===== src/rtl/cpd_consts.svh =====
// constants for the complementary dead-band pwm block
`ifndef CPD_CONSTS_SVH
`define CPD_CONSTS_SVH

// register byte offsets
`define CPD_ADDR_CTRL 8'h00
`define CPD_ADDR_PERIOD 8'h04
`define CPD_ADDR_DUTY 8'h08
`define CPD_ADDR_PHASE 8'h0C
`define CPD_ADDR_RED 8'h10
`define CPD_ADDR_FED 8'h14
`define CPD_ADDR_STATUS 8'h18
`define CPD_ADDR_COMPARE 8'h1C

// control field positions
`define CPD_CTRL_MASTER_BIT 0
`define CPD_CTRL_RUN_BIT 1

// reset values
`define CPD_RST_CTRL 2'h1
`define CPD_RST_PERIOD 24'h000000
`define CPD_RST_DUTY 24'h000000
`define CPD_RST_DELAY 10'h000

// fixed-point shapes
`define CPD_PERIOD_FRAC 14
`define CPD_DUTY_FRAC 24
`define CPD_CNT_W 10
`define CPD_DB_W 10

`endif


===== src/rtl/cpd_pkg.sv =====
// types for the complementary dead-band pwm block
package cpd_pkg;

    typedef logic [9:0] cpd_cnt_t;

    // classic wishbone request from the master
    typedef struct packed {
        logic cyc;
        logic stb;
        logic we;
        logic [3:0] sel;
        logic [7:0] adr;
        logic [31:0] dat;
    } cpd_wb_req_s;

    // classic wishbone answer from this slave
    typedef struct packed {
        logic ack;
        logic [31:0] dat;
    } cpd_wb_rsp_s;

    // pwm pin pair
    typedef struct packed {
        logic chan_a;
        logic chan_b;
    } cpd_pwm_s;

    typedef enum logic [1:0] {
        CPD_DB_IDLE,
        CPD_DB_WAIT_A,
        CPD_DB_WAIT_B
    } cpd_db_e;

endpackage


===== src/rtl/cpd_pwm.sv =====
// complementary pwm pair with dead band, up-count time base and sync
// Summary of operation
// - period is unsigned Q14; software loads it before the duty update.
// - Q24 duty times current period gives integer compare value for channel A.
// - period sets the highest count before the counter restarts.
// - counter counts up only; dead band yields complementary outputs.
// - channel B is the complement of the A source; both channels delayed.
// - falling delay holds off the rising edge of channel B.
// - channel A active high; channel B complementary, also active high.
// - mode 1 is master ignoring sync; mode 0 is slave obeying sync.
// - in slave mode a sync pulse loads the phase offset into the counter.
// - both delay registers are writable while the pwm runs.
`timescale 1ns/1ps
`include "cpd_consts.svh"

module cpd_pwm
    import cpd_pkg::*;
(
    input wire logic core_clk,
    input wire logic reset,
    input wire logic clk_en,
    input wire cpd_wb_req_s wb_req,
    output cpd_wb_rsp_s wb_rsp,
    input wire logic sync_input,
    output cpd_pwm_s pwm_out
);

    // software state
    logic [1:0] ctrl_ff;
    logic [23:0] period_register_ff;
    logic [23:0] duty_ff;
    cpd_cnt_t phase_offset_register_ff;
    logic [`CPD_DB_W-1:0] rising_delay_register_ff;
    logic [`CPD_DB_W-1:0] falling_delay_register_ff;
    logic ack_ff;
    logic [31:0] rdata_ff;
    // time base and waveform state
    cpd_cnt_t counter_ff;
    cpd_cnt_t compare_a_value_ff;
    logic source_a_ff;
    logic [`CPD_DB_W-1:0] delay_cnt_ff;
    logic chan_a_ff;
    logic chan_b_ff;
    logic sync_meta_ff;
    logic sync_sync_ff;
    logic sync_prev_ff;
    cpd_db_e db_state_ff;

    logic wb_hit;
    logic wb_write;
    logic sync_pulse;
    logic master_mode;
    logic run_en;
    cpd_cnt_t period_count;
    logic [47:0] duty_product;
    cpd_cnt_t nxt_compare;
    cpd_db_e nxt_db_state;

    assign wb_hit = wb_req.cyc & wb_req.stb & ~ack_ff;
    assign wb_write = wb_hit & wb_req.we;
    assign master_mode = ctrl_ff[`CPD_CTRL_MASTER_BIT];
    assign run_en = ctrl_ff[`CPD_CTRL_RUN_BIT];

    // Q14 to integer: drop the fraction, the counter is whole cycles
    assign period_count = period_register_ff[`CPD_PERIOD_FRAC +: `CPD_CNT_W];

    // duty scaling: Q24 times integer period, keep integer part
    assign duty_product = {24'h000000, duty_ff} * {38'h0000000000, period_count};
    assign nxt_compare = duty_product[`CPD_DUTY_FRAC +: `CPD_CNT_W];

    // sync gating: rising edge of the synchronised pin, from the second and third stages; the first stage only feeds the second
    assign sync_pulse = sync_sync_ff & ~sync_prev_ff & ~master_mode;

    // synchroniser for the outside sync pin
    always_ff @(posedge core_clk) begin
        if (reset) begin
            sync_meta_ff <= 1'b0;
            sync_sync_ff <= 1'b0;
            sync_prev_ff <= 1'b0;
        end else if (clk_en) begin
            sync_meta_ff <= sync_input;
            sync_sync_ff <= sync_meta_ff;
            sync_prev_ff <= sync_sync_ff;
        end
    end

    // control, period, duty and phase registers
    always_ff @(posedge core_clk) begin
        if (reset) begin
            ctrl_ff <= `CPD_RST_CTRL;
            period_register_ff <= `CPD_RST_PERIOD;
            duty_ff <= `CPD_RST_DUTY;
            phase_offset_register_ff <= '0;
        end else if (clk_en && wb_write) begin
            unique case (wb_req.adr)
                `CPD_ADDR_CTRL: ctrl_ff <= wb_req.dat[1:0];
                // programmed value is already count minus one
                `CPD_ADDR_PERIOD: period_register_ff <= wb_req.dat[23:0];
                `CPD_ADDR_DUTY: duty_ff <= wb_req.dat[23:0];
                `CPD_ADDR_PHASE: phase_offset_register_ff <= wb_req.dat[`CPD_CNT_W-1:0];
                default: ;
            endcase
        end
    end

    // live delay writes: taken on any cycle, used at once, also by an edge wait already running
    always_ff @(posedge core_clk) begin
        if (reset) begin
            rising_delay_register_ff <= `CPD_RST_DELAY;
            falling_delay_register_ff <= `CPD_RST_DELAY;
        end else if (clk_en && wb_write) begin
            if (wb_req.adr == `CPD_ADDR_RED) begin
                rising_delay_register_ff <= wb_req.dat[`CPD_DB_W-1:0];
            end
            if (wb_req.adr == `CPD_ADDR_FED) begin
                falling_delay_register_ff <= wb_req.dat[`CPD_DB_W-1:0];
            end
        end
    end

    // bus answer: one wait state, ack drops the cycle after it rose
    always_ff @(posedge core_clk) begin
        if (reset) begin
            ack_ff <= 1'b0;
            rdata_ff <= 32'h00000000;
        end else if (clk_en) begin
            ack_ff <= wb_hit;
            rdata_ff <= 32'h00000000;
            if (wb_hit && !wb_req.we) begin
                unique case (wb_req.adr)
                    `CPD_ADDR_CTRL: rdata_ff <= {30'h00000000, ctrl_ff};
                    `CPD_ADDR_PERIOD: rdata_ff <= {8'h00, period_register_ff};
                    `CPD_ADDR_DUTY: rdata_ff <= {8'h00, duty_ff};
                    `CPD_ADDR_PHASE: rdata_ff <= {22'h000000, phase_offset_register_ff};
                    `CPD_ADDR_RED: rdata_ff <= {22'h000000, rising_delay_register_ff};
                    `CPD_ADDR_FED: rdata_ff <= {22'h000000, falling_delay_register_ff};
                    // status: count in the low ten bits, then source, channel A, channel B
                    `CPD_ADDR_STATUS: rdata_ff <= {19'h00000, chan_b_ff, chan_a_ff, source_a_ff, counter_ff};
                    `CPD_ADDR_COMPARE: rdata_ff <= {22'h000000, compare_a_value_ff};
                    default: rdata_ff <= 32'h00000000;
                endcase
            end
        end
    end

    always_ff @(posedge core_clk) begin
        if (reset) begin
            counter_ff <= '0;
        end else if (clk_en) begin
            if (sync_pulse) begin
                counter_ff <= phase_offset_register_ff;
            end else if (!run_en) begin
                counter_ff <= '0;
            end else if (counter_ff >= period_count) begin
                counter_ff <= '0;
            end else begin
                counter_ff <= counter_ff + 10'h001;
            end
        end
    end

    // compare shadow: reloaded at count zero so an edge never tears mid cycle
    always_ff @(posedge core_clk) begin
        if (reset) begin
            compare_a_value_ff <= '0;
        end else if (clk_en && (counter_ff == '0)) begin
            compare_a_value_ff <= nxt_compare;
        end
    end

    // source waveform: compare wins over zero so compare zero stays low
    always_ff @(posedge core_clk) begin
        if (reset) begin
            source_a_ff <= 1'b0;
        end else if (clk_en) begin
            if (!run_en || counter_ff == compare_a_value_ff) begin
                source_a_ff <= 1'b0;
            end else if (counter_ff == '0) begin
                source_a_ff <= 1'b1;
            end
        end
    end

    // dead-band sequencer: both outputs go low at once, then one rises late
    always_comb begin
        nxt_db_state = db_state_ff;
        unique case (db_state_ff)
            CPD_DB_IDLE: begin
                if (source_a_ff && !chan_a_ff) begin
                    nxt_db_state = CPD_DB_WAIT_A;
                end else if (!source_a_ff && !chan_b_ff) begin
                    nxt_db_state = CPD_DB_WAIT_B;
                end
            end
            CPD_DB_WAIT_A: begin
                if (!source_a_ff) begin
                    nxt_db_state = CPD_DB_IDLE;
                end else if (delay_cnt_ff >= rising_delay_register_ff) begin
                    nxt_db_state = CPD_DB_IDLE;
                end
            end
            CPD_DB_WAIT_B: begin
                if (source_a_ff) begin
                    nxt_db_state = CPD_DB_IDLE;
                end else if (delay_cnt_ff >= falling_delay_register_ff) begin
                    nxt_db_state = CPD_DB_IDLE;
                end
            end
        endcase
    end

    // dead-band state and delay count
    always_ff @(posedge core_clk) begin
        if (reset) begin
            db_state_ff <= CPD_DB_IDLE;
            delay_cnt_ff <= '0;
        end else if (clk_en) begin
            db_state_ff <= nxt_db_state;
            if (nxt_db_state == CPD_DB_IDLE || nxt_db_state != db_state_ff) begin
                delay_cnt_ff <= 10'h001;
            end else begin
                delay_cnt_ff <= delay_cnt_ff + 10'h001;
            end
        end
    end

    // output pair: A is the delayed source, B is its delayed complement
    always_ff @(posedge core_clk) begin
        if (reset) begin
            chan_a_ff <= 1'b0;
            chan_b_ff <= 1'b0;
        end else if (clk_en) begin
            // complement: any source change drops the active side at once
            if (!source_a_ff) begin
                chan_a_ff <= 1'b0;
            end else if (db_state_ff == CPD_DB_WAIT_A && delay_cnt_ff >= rising_delay_register_ff) begin
                chan_a_ff <= 1'b1;
            end
            if (source_a_ff) begin
                chan_b_ff <= 1'b0;
            end else if (db_state_ff == CPD_DB_WAIT_B && delay_cnt_ff >= falling_delay_register_ff) begin
                chan_b_ff <= 1'b1;
            end
        end
    end

    assign wb_rsp.ack = ack_ff;
    assign wb_rsp.dat = rdata_ff;
    assign pwm_out.chan_a = chan_a_ff;
    assign pwm_out.chan_b = chan_b_ff;

endmodule // cpd_pwm


===== config.mk =====
export PLATFORM = sky130hd
export DESIGN_NAME = cpd_pwm
export DESIGN_NICKNAME = d
export VERILOG_FILES = /design/src/rtl/cpd_pkg.sv /design/src/rtl/cpd_pwm.sv
export VERILOG_INCLUDE_DIRS = /design/src /design/src/rtl
export SDC_FILE = /design/constraint.sdc
export NUM_CORES = 1
export LEC_CHECK = 0
export ABC_CLOCK_PERIOD_IN_PS = 12540
export BUFFER_PORTS_ARGS = -buffer_cell sky130_fd_sc_hd__buf_4
export CAP_MARGIN = 40
export CORE_MARGIN = 1
export CORE_UTILIZATION = 35
export CTS_CLUSTER_SIZE = 14
export DETAILED_ROUTE_END_ITERATION = 10
export GPL_TIMING_DRIVEN = 0
export PLACE_DENSITY = 0.48
export SKIP_LAST_GASP = 1
export SLEW_MARGIN = 20
export SYNTH_ARGS = -nofsm -noshare
export SYNTH_HDL_FRONTEND = slang
export SYNTH_SLANG_ARGS = --single-unit

===== constraint.sdc =====
create_clock -name core_clk -period 12.54 [get_ports core_clk]
set_clock_uncertainty 0.05 [all_clocks]
set_input_delay 0 -clock core_clk [delete_from_list [all_inputs] [get_ports core_clk]]
set_output_delay 0 -clock core_clk [all_outputs]
set_load 0.05 [all_outputs]

After elaboration in Yosys (flattened, before gate mapping)
Cells that the tools add are included.
{"block": "totals", "register_bits": 151, "inputBits": 51, "out_inout_bits": 35}
{"block": "classes", "n_addsub": 2, "n_mul": 1, "n_lt_le_gt_ge": 3, "eq_ne": 12, "n_mux": 19, "bitwise_logic": 8, "n_reduce_logical": 29}
{"cell": "case mux 24 bit (8 select lines)", "n": 1}
{"cell": "2-to-1 mux 10 bit", "n": 4}
{"cell": "multiplier 24 x 10 -> 34 bit", "n": 1}
{"cell": "== test 8 x 5 -> 1 bit (second input constant)", "n": 4}
{"cell": ">= comparator 10 bit", "n": 3}
{"cell": "2-to-1 mux 24 bit", "n": 1}
{"cell": "adder 10 x 1 -> 10 bit (second input constant)", "n": 2}
{"cell": "AND reduction 2 bit", "n": 9}
{"cell": "== test 8 x 4 -> 1 bit (second input constant)", "n": 2}
{"cell": "2-to-1 mux 2 bit", "n": 6}
{"cell": "== test 10 bit", "n": 1}
{"cell": "logical NOT 10 bit", "n": 1}
{"cell": "== test 8 x 3 -> 1 bit (second input constant)", "n": 1}
{"cell": "logical NOT 8 bit", "n": 1}
{"cell": "logical AND 1 bit", "n": 7}
{"cell": "2-to-1 mux 1 bit", "n": 6}
{"cell": "case mux 2 bit (3 select lines)", "n": 1}
{"cell": "bitwise AND 1 bit", "n": 5}
{"cell": "logical NOT 1 bit", "n": 5}
{"cell": "logical NOT 2 bit", "n": 2}
{"cell": "nonzero test 2 bit", "n": 2}
{"cell": "NOT 1 bit", "n": 3}
{"cell": "== test 2 x 1 -> 1 bit (second input constant)", "n": 1}
{"cell": "== test 2 bit (second input constant)", "n": 1}
{"cell": "other kinds (3)", "n": 4}

Logic depth before layout (Yosys ltp)
Gate-level depths: netlist (run 1).
{"block": "logic_depth", "depth_word": 8, "mapped_depth": 23, "depth_no_buf": 21}

Least setup slack after synthesis (run 1)
No wires, ideal clock.
{"block": "synth_timing", "path_kind": "reg2reg", "start": "register period_register_ff[15]", "end": "register compare_a_value_ff[8]", "setup_time_ns": 0.076, "arrival_ns": 5.460, "t_required_ns": 12.414, "setup_slack_ns": 6.954, "path_stages_with_launch": 22, "n_path_buf": 2, "cell_sequence": "dfxtp_1 -> clkbuf_1 -> clkbuf_1 -> nand2_1 -> fa_1 -> inv_1 -> fa_1 -> fa_1 -> fa_1 -> inv_1 -> fa_1 -> inv_1 -> ha_1 -> and3_1 -> a221o_1 -> a311oi_2 -> nand4b_1 -> nand2_2 -> o21ai_2 -> o21ai_1 -> mux2_1 -> o22ai_1"}
{"block": "synth_via", "elab_chain_len": 1}
{"element": "from (decl)", "line": "cpd_pwm.sv:30", "source": "logic [23:0] period_register_ff;"}
{"element": "from (signal assigned)", "line": "cpd_pwm.sv:91", "source": "period_register_ff <= `CPD_RST_PERIOD;"}
{"element": "from (signal assigned)", "line": "cpd_pwm.sv:98", "source": "`CPD_ADDR_PERIOD: period_register_ff <= wb_req.dat[23:0];"}
{"element": "multiplier 24 x 10 -> 34 bit", "line": "cpd_pwm.sv:68", "source": "assign duty_product = {24'h000000, duty_ff} * {38'h0000000000, period_count};"}
{"element": "to (signal assigned)", "line": "cpd_pwm.sv:167", "source": "compare_a_value_ff <= nxt_compare;"}
{"element": "to (decl)", "line": "cpd_pwm.sv:39", "source": "cpd_cnt_t compare_a_value_ff;"}
No other way between the ends.
A chain may end at the register's enable or synchronous reset.

Worst setup path after layout (run 1)
Same ends and word-level chain as after synthesis.

==> metrics.yaml, run 1 <==
detailed_routing:
  drt-initial-drc-count: 1009
  wl_met2_um: 21700
  wl_per_cell_um: 20.6
  antenna_left: 0
  routed_via_density: 5.15
  drc: 0
  wl_met3_um: 3370
  wl_um: 48100
  routed.top_layer: "met4"
  drt-met1-wl_um: 21800
  via_count: 12031
  first_pass_iters: 6
die:
  core_area_mm2: 0.0390
  die_width_um: 202
  die-area_mm2: 0.0408
  die_h_um: 202
  num_io_pins: 86
  rows: 72
  start_util_pct: 35.8
logic_synthesis:
  yosysUniqueCellTypes: 71
  synth_cells: 1684
  synth_largest_area_cell: "fa_1"
  synthFlopType: "dfxtp_1"
  ys_seq_elements: 143
  async_reset_ff_share_pct: 0
  synth_top_area_share_pct: 24.8
  syn-cell-area_mm2: 0.0140
  ys_warn_count: 0
  yosysSeqAreaShare_pct: 20.5
  synth_edf_count: 0
  synthTopCellsByArea: "fa_1, dfxtp_1, ha_1"
  synth_most_common_cell: "nand2_1"
  syn_area_per_cell_um2: 8.30
  synth_common_cells: "nand2_1, inv_1, fa_1, dfxtp_1, a21oi_1"
sta:
  slew_headroom_pct: 39.7
  post-route-period-util_pct: 57.4
  rsz0062_at_grt: "false"
  setup_tns_ns: 0
  timing.fmax_mhz: 139
  tightest_slew_ns: 0.903
  hold_violations: 0
  setup_viol: 0
  finalMaxSlewViolations: 0
  min_period_ns: 7.20
setup_path:
  end_kind: "flop"
  cpMaxStageDelayCell: "clkbuf_1"
  r2r-start: "period_register_ff[15]"
  ff2ff_setup_slack_ns: 5.34
  crit_fanout: 10
  arrival_ns: 7.51
  timing.rr.end: "compare_a_value_ff[8]"
  cp_slowest_stage_delay_ns: 0.62
  path_cells: "clkbuf_1 -> clkbuf_1 -> nand2_1 -> fa_1 -> inv_1 -> fa_1 -> fa_1 -> fa_1 -> inv_1 -> fa_1 -> inv_1 -> ha_1 -> and3_1 -> a221o_1 -> a311oi_2 -> nand4b_1 -> nand2_2 -> o21ai_2 -> o21ai_1 -> mux2_1 -> o22ai_1"
  reg2regPathDepth: 21
  path_class: "flop to flop"
  cp_data_required_time_ns: 12.85
  cpMostUsedCell: "fa_1"
  startpoint_type: "flop"
placement:
  dp.cells: 2274
  dp_hpwl_um: 37400
  finalWeightedCongestion: 0.902
  port-buffer-count: 61
  place_area_mm2: 0.0151
min_path:
  hold_end: "rdata_ff[3]"
  hp-class: "primary input to flop"
  min-delay-start: "wb_req[35]"
  holdPathStages: 6
grt:
  first_global_vias: 12073
  antenna_found_initial: 0
  grt_use_total_pct: 24.4
  gr-total-overflow: 0
  grt_pass1_wl_um: 74100
  grt_max_degree: 17
clocking:
  post_cts_resize_count: 0
  cts_hold_buf: 28
  path_clk_slew_ns: 0.07
  clockBufferDepth: 2
  cts.sinks: 143
  clock_latency_ns: 0.46
  cts_root_buf: "clkbuf_16"
  cts_tree: "built"
  postCtsSetupRepairBufs: 0
  cts_buffers: 17
  cts_htree_levels: 4
flow_run:
  maxCapViolations: 0
outcome:
  status: "completed"
final_layout:
  synthToLayoutAreaGrowth_pct: 14.7
  fin_area_mm2: 0.0160
  nets: 2131
  final_cells: 2338
  n_fill_cell: 4003
  layout-drive-gt1-share_pct: 7.26
power:
  power_density_mw_per_mm2: 66.4
  leakagePower_uw: 0.00720
  ir_drop_mv: 0.0895
## flip-flops by register name (all words and copies together), names as in the netlist, 2 cells and up
signal	count
duty_ff	24
period_register_ff	24
rdata_ff	24
compare_a_value_ff	10
counter_ff	10
delay_cnt_ff	10
falling_delay_register_ff	10
phase_offset_register_ff	10
rising_delay_register_ff	10
ctrl_ff	2
db_state_ff	2
## power breakdown
part | switching [µW] | internal, µW | leakage [µW]
combinational | 46.7 | 25.9 | 0.00576
sequential | 3.61 | 456 | 0.00115
clock | 231 | 302 | 0.000286
## cell type report
class / instances / area (µm²) / area share (%)
plain buffers: 111 / 464 / 2.89
well taps: 518 / 648 / 4.04
diodes: 3 / 7.51 / 0.0468
repair buffers: 95 / 787 / 4.91
flip-flops and latches: 143 / 2860 / 17.8
clock buffers: 18 / 439 / 2.74
clock inverters: 13 / 153 / 0.951
inverters: 223 / 837 / 5.22
multi-input cells: 1214 / 9840 / 61.4
## critical path: cells and delay by family (launching register included)
kind	cells	cell delay [ns]
multiplexers	1	0.34
flip-flops	1	0.31
adder cells (fa/ha/maj)	6	2.83
buffers and inverters	5	1.38
AO/OA/AOI/OAI	5	1.20
AND/OR/NAND/NOR	4	1.00
## cells by family after synthesis
| family | synth area share, % |
|---|---|
| other | 0.0268 |
| and+or+nand+nor | 20.1 |
| DFF | 20.5 |
| muxes | 1.93 |
| AOI/OAI and AO/OA | 12.5 |
| adders and majority gates | 33.9 |
| buffers and inverters | 9.31 |
| xor gates and xnor gates | 1.75 |
## how the worst max path moves through the flow
| stage | from | endpoint | slack (ns) | cells after the start |
|---|---|---|---|---|
| 3_5_place_dp | period_register_ff[15] | compare_a_value_ff[8] | 5.41 | 21 |
| 6_report | period_register_ff[15] | compare_a_value_ff[8] | 5.34 | 21 |
| 4_1_cts | period_register_ff[15] | compare_a_value_ff[8] | 5.37 | 21 |
| 2_1_floorplan | period_register_ff[15] | compare_a_value_ff[8] | 6.95 | 21 |
| 3_3_place_gp | period_register_ff[15] | compare_a_value_ff[8] | 5.44 | 21 |
| 5_1_grt | period_register_ff[15] | compare_a_value_ff[3] | 5.01 | 21 |
## placed cells by master, fill, tap and decap left out, types with 3 or more instances in the layout
cell	instances
nand2_1	287
inv_1	222
fa_1	173
dfxtp_1	143
a21oi_1	134
and2_1	131
ha_1	102
clkbuf_1	93
nor2_1	90
buf_4	72
a22oi_1	30
dlygate4sd3_1	28
o21ai_0	26
nand3_1	19
mux2i_1	18
clkbuf_16	17
a21o_1	16
xor2_1	16
nor3_1	14
a222oi_1	12
xnor2_1	12
nand2b_1	11
a211oi_1	11
and3_1	10
nand4_1	9
buf_2	8
conb_1	8
a31oi_1	7
nand4b_1	5
nor2b_1	5
mux2_2	5
nor4_1	5
inv_6	5
a221oi_1	4
o21ai_1	4
o21a_1	4
diode_2	3
or3_1	3
a31o_2	3
buf_6	3
## metrics by stage
| stage | setup WS (ns) | hold WS (ns) | power [µW] | utilization [%] |
|---|---|---|---|---|
| detailed placement | 5.41 | 0.207 | 535 | 38.8 |
| global route | 5.01 | 0.0798 | 1100 | 41.1 |
| floorplan | 6.95 | 0.0785 | 504 | - |
| finish | 5.34 | 0.0468 | 1070 | 41.1 |
| global placement | 5.44 | 0.192 | 534 | 38.7 |
| CTS | 5.37 | 0.0233 | 1070 | 41.1 |
## metal layers
layer / vias to the layer above / GRT usage, %
li1: 5651 / -
met1: 5929 / 33.9
met2: 393 / 38.2
met3: 58 / 4.97
met4: 0 / 7.28
met5: - / 0
No activity file was read; power rests on OpenSTA's default activity.
==> run 2: changes to the inputs <==
--- a/config.mk
+++ b/config.mk
@@ -6,7 +6,7 @@
 export SDC_FILE = /design/constraint.sdc
 export NUM_CORES = 1
 export LEC_CHECK = 0
-export ABC_CLOCK_PERIOD_IN_PS = 12540
+export ABC_CLOCK_PERIOD_IN_PS = 6100
 export BUFFER_PORTS_ARGS = -buffer_cell sky130_fd_sc_hd__buf_4
 export CAP_MARGIN = 40
 export CORE_MARGIN = 1
@@ -14,7 +14,7 @@
 export CTS_CLUSTER_SIZE = 14
 export DETAILED_ROUTE_END_ITERATION = 10
 export GPL_TIMING_DRIVEN = 0
-export PLACE_DENSITY = 0.48
+export PLACE_DENSITY = 0.5
 export SKIP_LAST_GASP = 1
 export SLEW_MARGIN = 20
 export SYNTH_ARGS = -nofsm -noshare
==> constraint.sdc (replaced) <==
create_clock -name core_clk -period 6.1 [get_ports core_clk]
set_clock_uncertainty 0.05 [all_clocks]
set_input_delay 0 -clock core_clk [delete_from_list [all_inputs] [get_ports core_clk]]
set_output_delay 0 -clock core_clk [all_outputs]
set_load 0.05 [all_outputs]
==> run 2 against run 1 <==
Compared with the run above: worst hold slack lost 0.0047 ns; sequential power grew 100%; register-to-register slack lost 5.2 ns; combinational power grew 100%; fmax grew 21%; core utilization grew 0.56 points; wire length shrank 1.2%; sequential share of layout area is essentially flat; largest cell class unchanged.
==> metrics.yaml, run 2 (same netlist as run 1, synthesis figures left out) <==
placement:
  finalWeightedCongestion: 0.894  # was 0.902
  dp_hpwl_um: 36300  # was 37,400 µm
  port-buffer-count: 61  # unchanged
  place_area_mm2: 0.0151  # about the same
sta:
  slew_headroom_pct: 42.1  # was 39.7%
  timing.fmax_mhz: 169  # was 139 MHz
  min_period_ns: 5.93  # was 7.20 ns
  tightest_slew_ns: 0.862  # was 0.903 ns
  post-route-period-util_pct: 97.2  # was 57.4%
  finalMaxSlewViolations: 0  # unchanged
  setup_viol: 0  # unchanged
  rsz0062_at_grt: "false"  # unchanged
  hold_violations: 0  # unchanged
detailed_routing:
  drc: 0  # unchanged
  wl_um: 47500  # was 48,100 µm
  routed_via_density: 5.19  # was 5.15
  via_count: 12061  # was 12,031
  antenna_left: 0  # unchanged
  drt-initial-drc-count: 969  # was 1,009
  wl_per_cell_um: 20.4  # was 20.6 µm
  first_pass_iters: 5  # was 6
outcome:
  status: "completed"  # unchanged
power:
  leakagePower_uw: 0.00736  # was 0.00720 µW
  p_seq_share_pct: 44.0  # was 43.2%
  p_int_uw: 1570  # was 784 µW
  ir_drop_mv: 0.205  # was 0.0895 mV
  power_density_mw_per_mm2: 131  # was 66.4 mW/mm²
  p_switching_uw: 571  # was 282 µW
  swShare_pct: 26.7  # was 26.4%
  report.power.total_uw: 2140  # was 1070 µW
  clkPwrFrac_pct: 49.1  # was 50.0%
  combPwrFrac_pct: 6.9  # was 6.8%
clocking:
  cts_tree: "built"  # unchanged
  path_clk_slew_ns: 0.07  # about the same
  cts_buffers: 17  # unchanged
  cts_root_buf: "clkbuf_16"  # unchanged
  cts.sinks: 143  # unchanged
  clock_latency_ns: 0.43  # was 0.46 ns
  cts_htree_levels: 4  # unchanged
  clockBufferDepth: 2  # unchanged
setup_path:
  cpMostUsedCell: "fa_1"  # unchanged
  crit_cells: 22  # was 21
  crit_fanout: 10  # unchanged
  path_delay_family: "adder cells"  # unchanged
  path_class: "flop to flop"  # unchanged
  reg2regPathDepth: 22  # was 21
  cpMaxStageDelayCell: "fa_1"  # was clkbuf_1
  startpoint_type: "flop"  # unchanged
  ff2ff_setup_slack_ns: 0.17  # was 5.34 ns
  end_kind: "flop"  # unchanged
  crit_path_start: "period_register_ff[21]"  # was period_register_ff[15]
  cp_num_buf_inv: 6  # was 5
  timing.rr.end: "compare_a_value_ff[8]"  # unchanged
  cp_data_required_time_ns: 6.40  # was 12.85 ns
  r2r-start: "period_register_ff[21]"  # was period_register_ff[15]
  arrival_ns: 6.23  # was 7.51 ns
  crit_end: "compare_a_value_ff[8]"  # unchanged
  cp_slowest_stage_delay_ns: 0.53  # was 0.62 ns
  path_cells: "clkbuf_4 -> and2_1 -> fa_1 -> inv_1 -> fa_1 -> fa_1 -> inv_1 -> fa_1 -> inv_1 -> fa_1 -> inv_1 -> ha_1 -> and4_4 -> and2_1 -> a311oi_4 -> nand4b_1 -> buf_6 -> nand2_2 -> o21ai_4 -> o21ai_2 -> mux2_1 -> o22ai_1"  # was clkbuf_1 -> clkbuf_1 -> nand2_1 -> fa_1 -> inv_1 -> fa_1 -> fa_1 -> fa_1 -> inv_1 -> fa_1 -> inv_1 -> ha_1 -> and3_1 -> a221o_1 -> a311oi_2 -> nand4b_1 -> nand2_2 -> o21ai_2 -> o21ai_1 -> mux2_1 -> o22ai_1
die:
  rows: 72  # unchanged
  core_area_mm2: 0.0390  # unchanged
  die-area_mm2: 0.0408  # unchanged
  start_util_pct: 35.8  # unchanged
  die_width_um: 202  # unchanged
  num_io_pins: 86  # unchanged
  die_h_um: 202  # unchanged
min_path:
  hp-class: "primary input to flop"  # unchanged
grt:
  antenna_found_initial: 0  # unchanged
  first_global_vias: 12159  # was 12,073
  grt_max_degree: 17  # unchanged
  grt_pass1_wl_um: 73500  # was 74,100 µm
  grt_use_total_pct: 24.0  # was 24.4%
  gr-total-overflow: 0  # unchanged
final_layout:
  final_common_cell: "nand2_1"  # unchanged
  nets: 2119  # was 2,131
  fin_area_mm2: 0.0163  # was 0.0160 mm²
  mostFrequentLayoutCells: "nand2_1, inv_1, fa_1, a21oi_1, and2_1"  # was nand2_1, inv_1, fa_1, dfxtp_1, a21oi_1
  n_fill_cell: 4034  # was 4,003
  layout-drive-gt1-share_pct: 11.2  # was 7.26%
  reg.largest.list: "duty_ff x24, period_register_ff x24, rdata_ff x24"  # unchanged
  synthToLayoutAreaGrowth_pct: 16.3  # was 14.7%
  antennaDiodeCount: 0  # was 3
flow_run:
  maxCapViolations: 0  # unchanged
==> run 2: power by group through the flow <==
stage               Sequential, µW  Combinational (µW)  Clock [µW]
floorplan                      963                73.0           0
CTS                            944                 146        1060
detailed placement             966                 132           0
global placement               966                 132           0
finish                         942                 147        1050
global route                   942                 157        1100
==> run 2: final cells by class <==
cell class / count / area (µm²) / share of cell area [%]
Multi-Input combinational cell: 1214 / 9930 / 61.1
Tap cell: 518 / 648 / 3.99
Inverter: 223 / 837 / 5.15
Sequential cell: 143 / 2910 / 17.9
Clock inverter: 13 / 128 / 0.785
Buffer: 93 / 538 / 3.31
Timing Repair Buffer: 101 / 830 / 5.10
Clock buffer: 19 / 443 / 2.72
==> run 2: through the flow <==
stage	util (%)	TNS (ns)	hold WS [ns]	setup slack, ns	std cells
2_1_floorplan	-	0	0.0785	0.514	1691
3_3_place_gp	38.7	-8.78	0.196	-1.06	2270
3_5_place_dp	38.8	-8.31	0.197	-1.02	2273
4_1_cts	41.1	-0.0522	0.0211	-0.0522	2315
5_1_grt	41.7	0	0.0549	0.000687	2324
6_report	41.7	0	0.0421	0.171	2324
==> run 2: tightest hold or removal path: stages <==
cell and delay, ns:
buf_2 0.19, nand4_1 0.15, xor2_1 0.08, nor2_1 0.07
==> run 2: worst min-delay path by stage <==
| stage | startpoint | end | cells after the start |
|---|---|---|---|
| 3_5_place_dp | sync_input | sync_meta_ff | 3 |
| 3_3_place_gp | sync_input | sync_meta_ff | 3 |
| 5_1_grt | clk_en | delay_cnt_ff[3] | 4 |
| 2_1_floorplan | wb_req[0] | ctrl_ff[0] | 2 |
| 6_report | clk_en | delay_cnt_ff[3] | 4 |
| 4_1_cts | clk_en | delay_cnt_ff[3] | 4 |
==> run 2: routing by layer <==
layer / track usage, % / routed length, µm / vias up
li1: - / - / 5632
met1: 33.1 / 21500 / 5964
met2: 38.7 / 21800 / 389
met3: 3.35 / 2740 / 76
met4: 7.63 / 1510 / 0
met5: 0 / 0 / -
==> run 2: timing repair <==
item / in CTS / in global routing
gates resized for setup: 50 / 98
hold buffers: 27 / 0
setup buffers: 1 / 9
cloned: 0 / 0
pin swaps: 2 / 7
setup endpoints to repair: 10 / 9
hold endpoints to repair: 82 / 0
==> run 3: changes to the inputs <==
--- a/config.mk
+++ b/config.mk
@@ -14,7 +14,7 @@
 export CTS_CLUSTER_SIZE = 14
 export DETAILED_ROUTE_END_ITERATION = 10
 export GPL_TIMING_DRIVEN = 0
-export PLACE_DENSITY = 0.5
+export REMOVE_ABC_BUFFERS = 1
 export SKIP_LAST_GASP = 1
 export SLEW_MARGIN = 20
 export SYNTH_ARGS = -nofsm -noshare
==> run 3 against run 2 <==
Compared with the run above: sequential cell count did not move; total power rose by 4.4%; fmax rose by 0.95%; wire length fell by 18%; first-iteration DRC count fell by 12%; register-to-register slack improved by 0.06 ns; worst setup slack improved by 0.056 ns; critical path depth fell by 2; highest routed layer unchanged.
==> metrics.yaml, run 3 (same netlist as run 1, synthesis figures left out) <==
outcome:
  status: "completed"  # unchanged
power:
  ir_drop_mv: 0.178  # was 0.205 mV
  leakagePower_uw: 0.00717  # was 0.00736 µW
  power_density_mw_per_mm2: 140  # was 131 mW/mm²
detailed_routing:
  drc: 0  # unchanged
  drt-initial-drc-count: 854  # was 969
  antenna_left: 0  # unchanged
  first_pass_iters: 6  # was 5
  wl_per_cell_um: 17.4  # was 20.4 µm
  wl_um: 38900  # was 47,500 µm
  via_count: 11606  # was 12,061
  routed_via_density: 5.18  # was 5.19
setup_path:
  cp_data_required_time_ns: 6.41  # was 6.40 ns
  end_kind: "flop"  # unchanged
  cpMaxStageDelayCell: "fa_1"  # unchanged
  path_class: "flop to flop"  # unchanged
  path_cells: "buf_8 -> nand2_1 -> fa_1 -> inv_1 -> fa_1 -> fa_1 -> fa_1 -> inv_1 -> fa_1 -> inv_1 -> ha_1 -> a21o_1 -> a221o_1 -> a311oi_2 -> nand4b_1 -> nand2_2 -> o21ai_2 -> o21ai_1 -> mux2_1 -> o22ai_1"  # was clkbuf_4 -> and2_1 -> fa_1 -> inv_1 -> fa_1 -> fa_1 -> inv_1 -> fa_1 -> inv_1 -> fa_1 -> inv_1 -> ha_1 -> and4_4 -> and2_1 -> a311oi_4 -> nand4b_1 -> buf_6 -> nand2_2 -> o21ai_4 -> o21ai_2 -> mux2_1 -> o22ai_1
  ff2ff_setup_slack_ns: 0.23  # was 0.17 ns
  cp_slowest_stage_delay_ns: 0.54  # was 0.53 ns
  arrival_ns: 6.18  # was 6.23 ns
  crit_fanout: 15  # was 10
  cpMostUsedCell: "fa_1"  # unchanged
  startpoint_type: "flop"  # unchanged
  reg2regPathDepth: 20  # was 22
final_layout:
  ff_latch_area_mm2: 0.00290  # was 0.00291 mm²
  reg.largest.list: "duty_ff x24, period_register_ff x24, rdata_ff x24"  # unchanged
  n_fill_cell: 3907  # was 4,034
  mostFrequentLayoutCells: "nand2_1, inv_1, fa_1, a21oi_1, and2_1"  # unchanged
  final_common_cell: "nand2_1"  # unchanged
  synthToLayoutAreaGrowth_pct: 14.1  # was 16.3%
  antennaDiodeCount: 0  # unchanged
  layout-drive-gt1-share_pct: 9.22  # was 11.2%
  multi_input_area_mm2: 0.00988  # was 0.00993 mm²
  final_cells: 2242  # was 2,324
  nets: 2039  # was 2,119
clocking:
  cts_buffers: 17  # unchanged
  cts_htree_levels: 4  # unchanged
  clock_latency_ns: 0.44  # was 0.43 ns
  cts.sinks: 143  # unchanged
  cts_tree: "built"  # unchanged
  cts_root_buf: "clkbuf_16"  # unchanged
  clockBufferDepth: 2  # unchanged
  path_clk_slew_ns: 0.06  # was 0.07 ns
min_path:
  hp-class: "primary input to flop"  # unchanged
  holdPathStages: 5  # was 4
die:
  rows: 72  # unchanged
  die-area_mm2: 0.0408  # unchanged
  die_width_um: 202  # unchanged
  die_h_um: 202  # unchanged
  num_io_pins: 86  # unchanged
  start_util_pct: 35.8  # unchanged
  core_area_mm2: 0.0390  # unchanged
flow_run:
  maxCapViolations: 0  # unchanged
placement:
  finalWeightedCongestion: 0.864  # was 0.894
  port-buffer-count: 65  # was 61
  dp.cells: 2178  # was 2,273
  dp_hpwl_um: 29100  # was 36,300 µm
sta:
  min_period_ns: 5.87  # was 5.93 ns
  finalMaxSlewViolations: 0  # unchanged
  hold_violations: 0  # unchanged
  timing.fmax_mhz: 170  # was 169 MHz
  holdWs_ns: 0.0651  # was 0.0421 ns
  setup_tns_ns: 0  # unchanged
  slew_headroom_pct: 44.0  # was 42.1%
  post-route-period-util_pct: 96.3  # was 97.2%
  tightest_slew_ns: 0.835  # was 0.862 ns
  setup_viol: 0  # unchanged
  rsz0062_at_grt: "true"  # was false
grt:
  antenna_found_initial: 0  # unchanged
  grt_max_degree: 85  # was 17
  gr-total-overflow: 0  # unchanged
  grt_pass1_wl_um: 64500  # was 73,500 µm
  first_global_vias: 12181  # was 12,159
  grt_use_total_pct: 20.0  # was 24.0%
-- run 3: per-layer routing --
| metal | global-route usage [%] | wire, µm | vias to the layer above |
|---|---|---|---|
| met2 | 34.8 | 19200 | 280 |
| li1 | - | - | 5452 |
| met1 | 25.6 | 17200 | 5818 |
| met3 | 2.34 | 1690 | 56 |
| met4 | 6.66 | 841 | 0 |
| met5 | 0 | 0 | - |
-- run 3: worst max-delay path, delay by kind of cell, from the launching register on --
family                   cells  cell delay (ns)
adder cells (fa/ha/maj)      6             2.84
multiplexers                 1             0.33
AND/OR/NAND/NOR              3             0.54
AO/OA/AOI/OAI                6             1.19
buffers and inverters        4             0.34
flip-flops                   1             0.46
-- run 3: final timing paths --
path | start | endpoint
min | wb_req[35] | rdata_ff[3]
min reg2reg | period_register_ff[3] | period_register_ff[3]
max reg2reg | period_register_ff[15] | compare_a_value_ff[8]
max | period_register_ff[15] | compare_a_value_ff[8]
-- run 3: where the power goes --
part | total [µW] | switching, µW | internal (µW)
clock | 1150 | 422 | 732
sequential | 943 | 6.05 | 937
combinational | 135 | 84.7 | 50.8
-- run 3: cell type report --
cell class | count | area share, %
multi-input cells | 1214 | 61.9
inverters | 223 | 5.25
repair buffers | 114 | 6.63
clock inverters | 10 | 1.18
flip-flops and latches | 143 | 18.2
well taps | 518 | 4.06
clock buffers | 20 | 2.80
-- run 3: timing repair --
action / 4_1_cts / 5_1_grt
buffers inserted: 0 / 1
hold endpoints to repair: 102 / 0
hold buffers: 31 / 0
endpoints found under the setup margin: 3 / 8
gates resized for setup: 2 / 20
pin swaps: 0 / 2
-- run 3: per-stage QoR --
step	util, %	worst slack, ns	total power, µW	instance area [µm²]
floorplan	-	0.572	1010	13500
global placement	37.6	-0.379	1080	14700
detailed placement	38.3	-0.147	1080	14900
CTS	40.7	0.00933	2240	15900
global route	40.9	-0.00249	2300	16000
finish	40.9	0.227	2230	16000
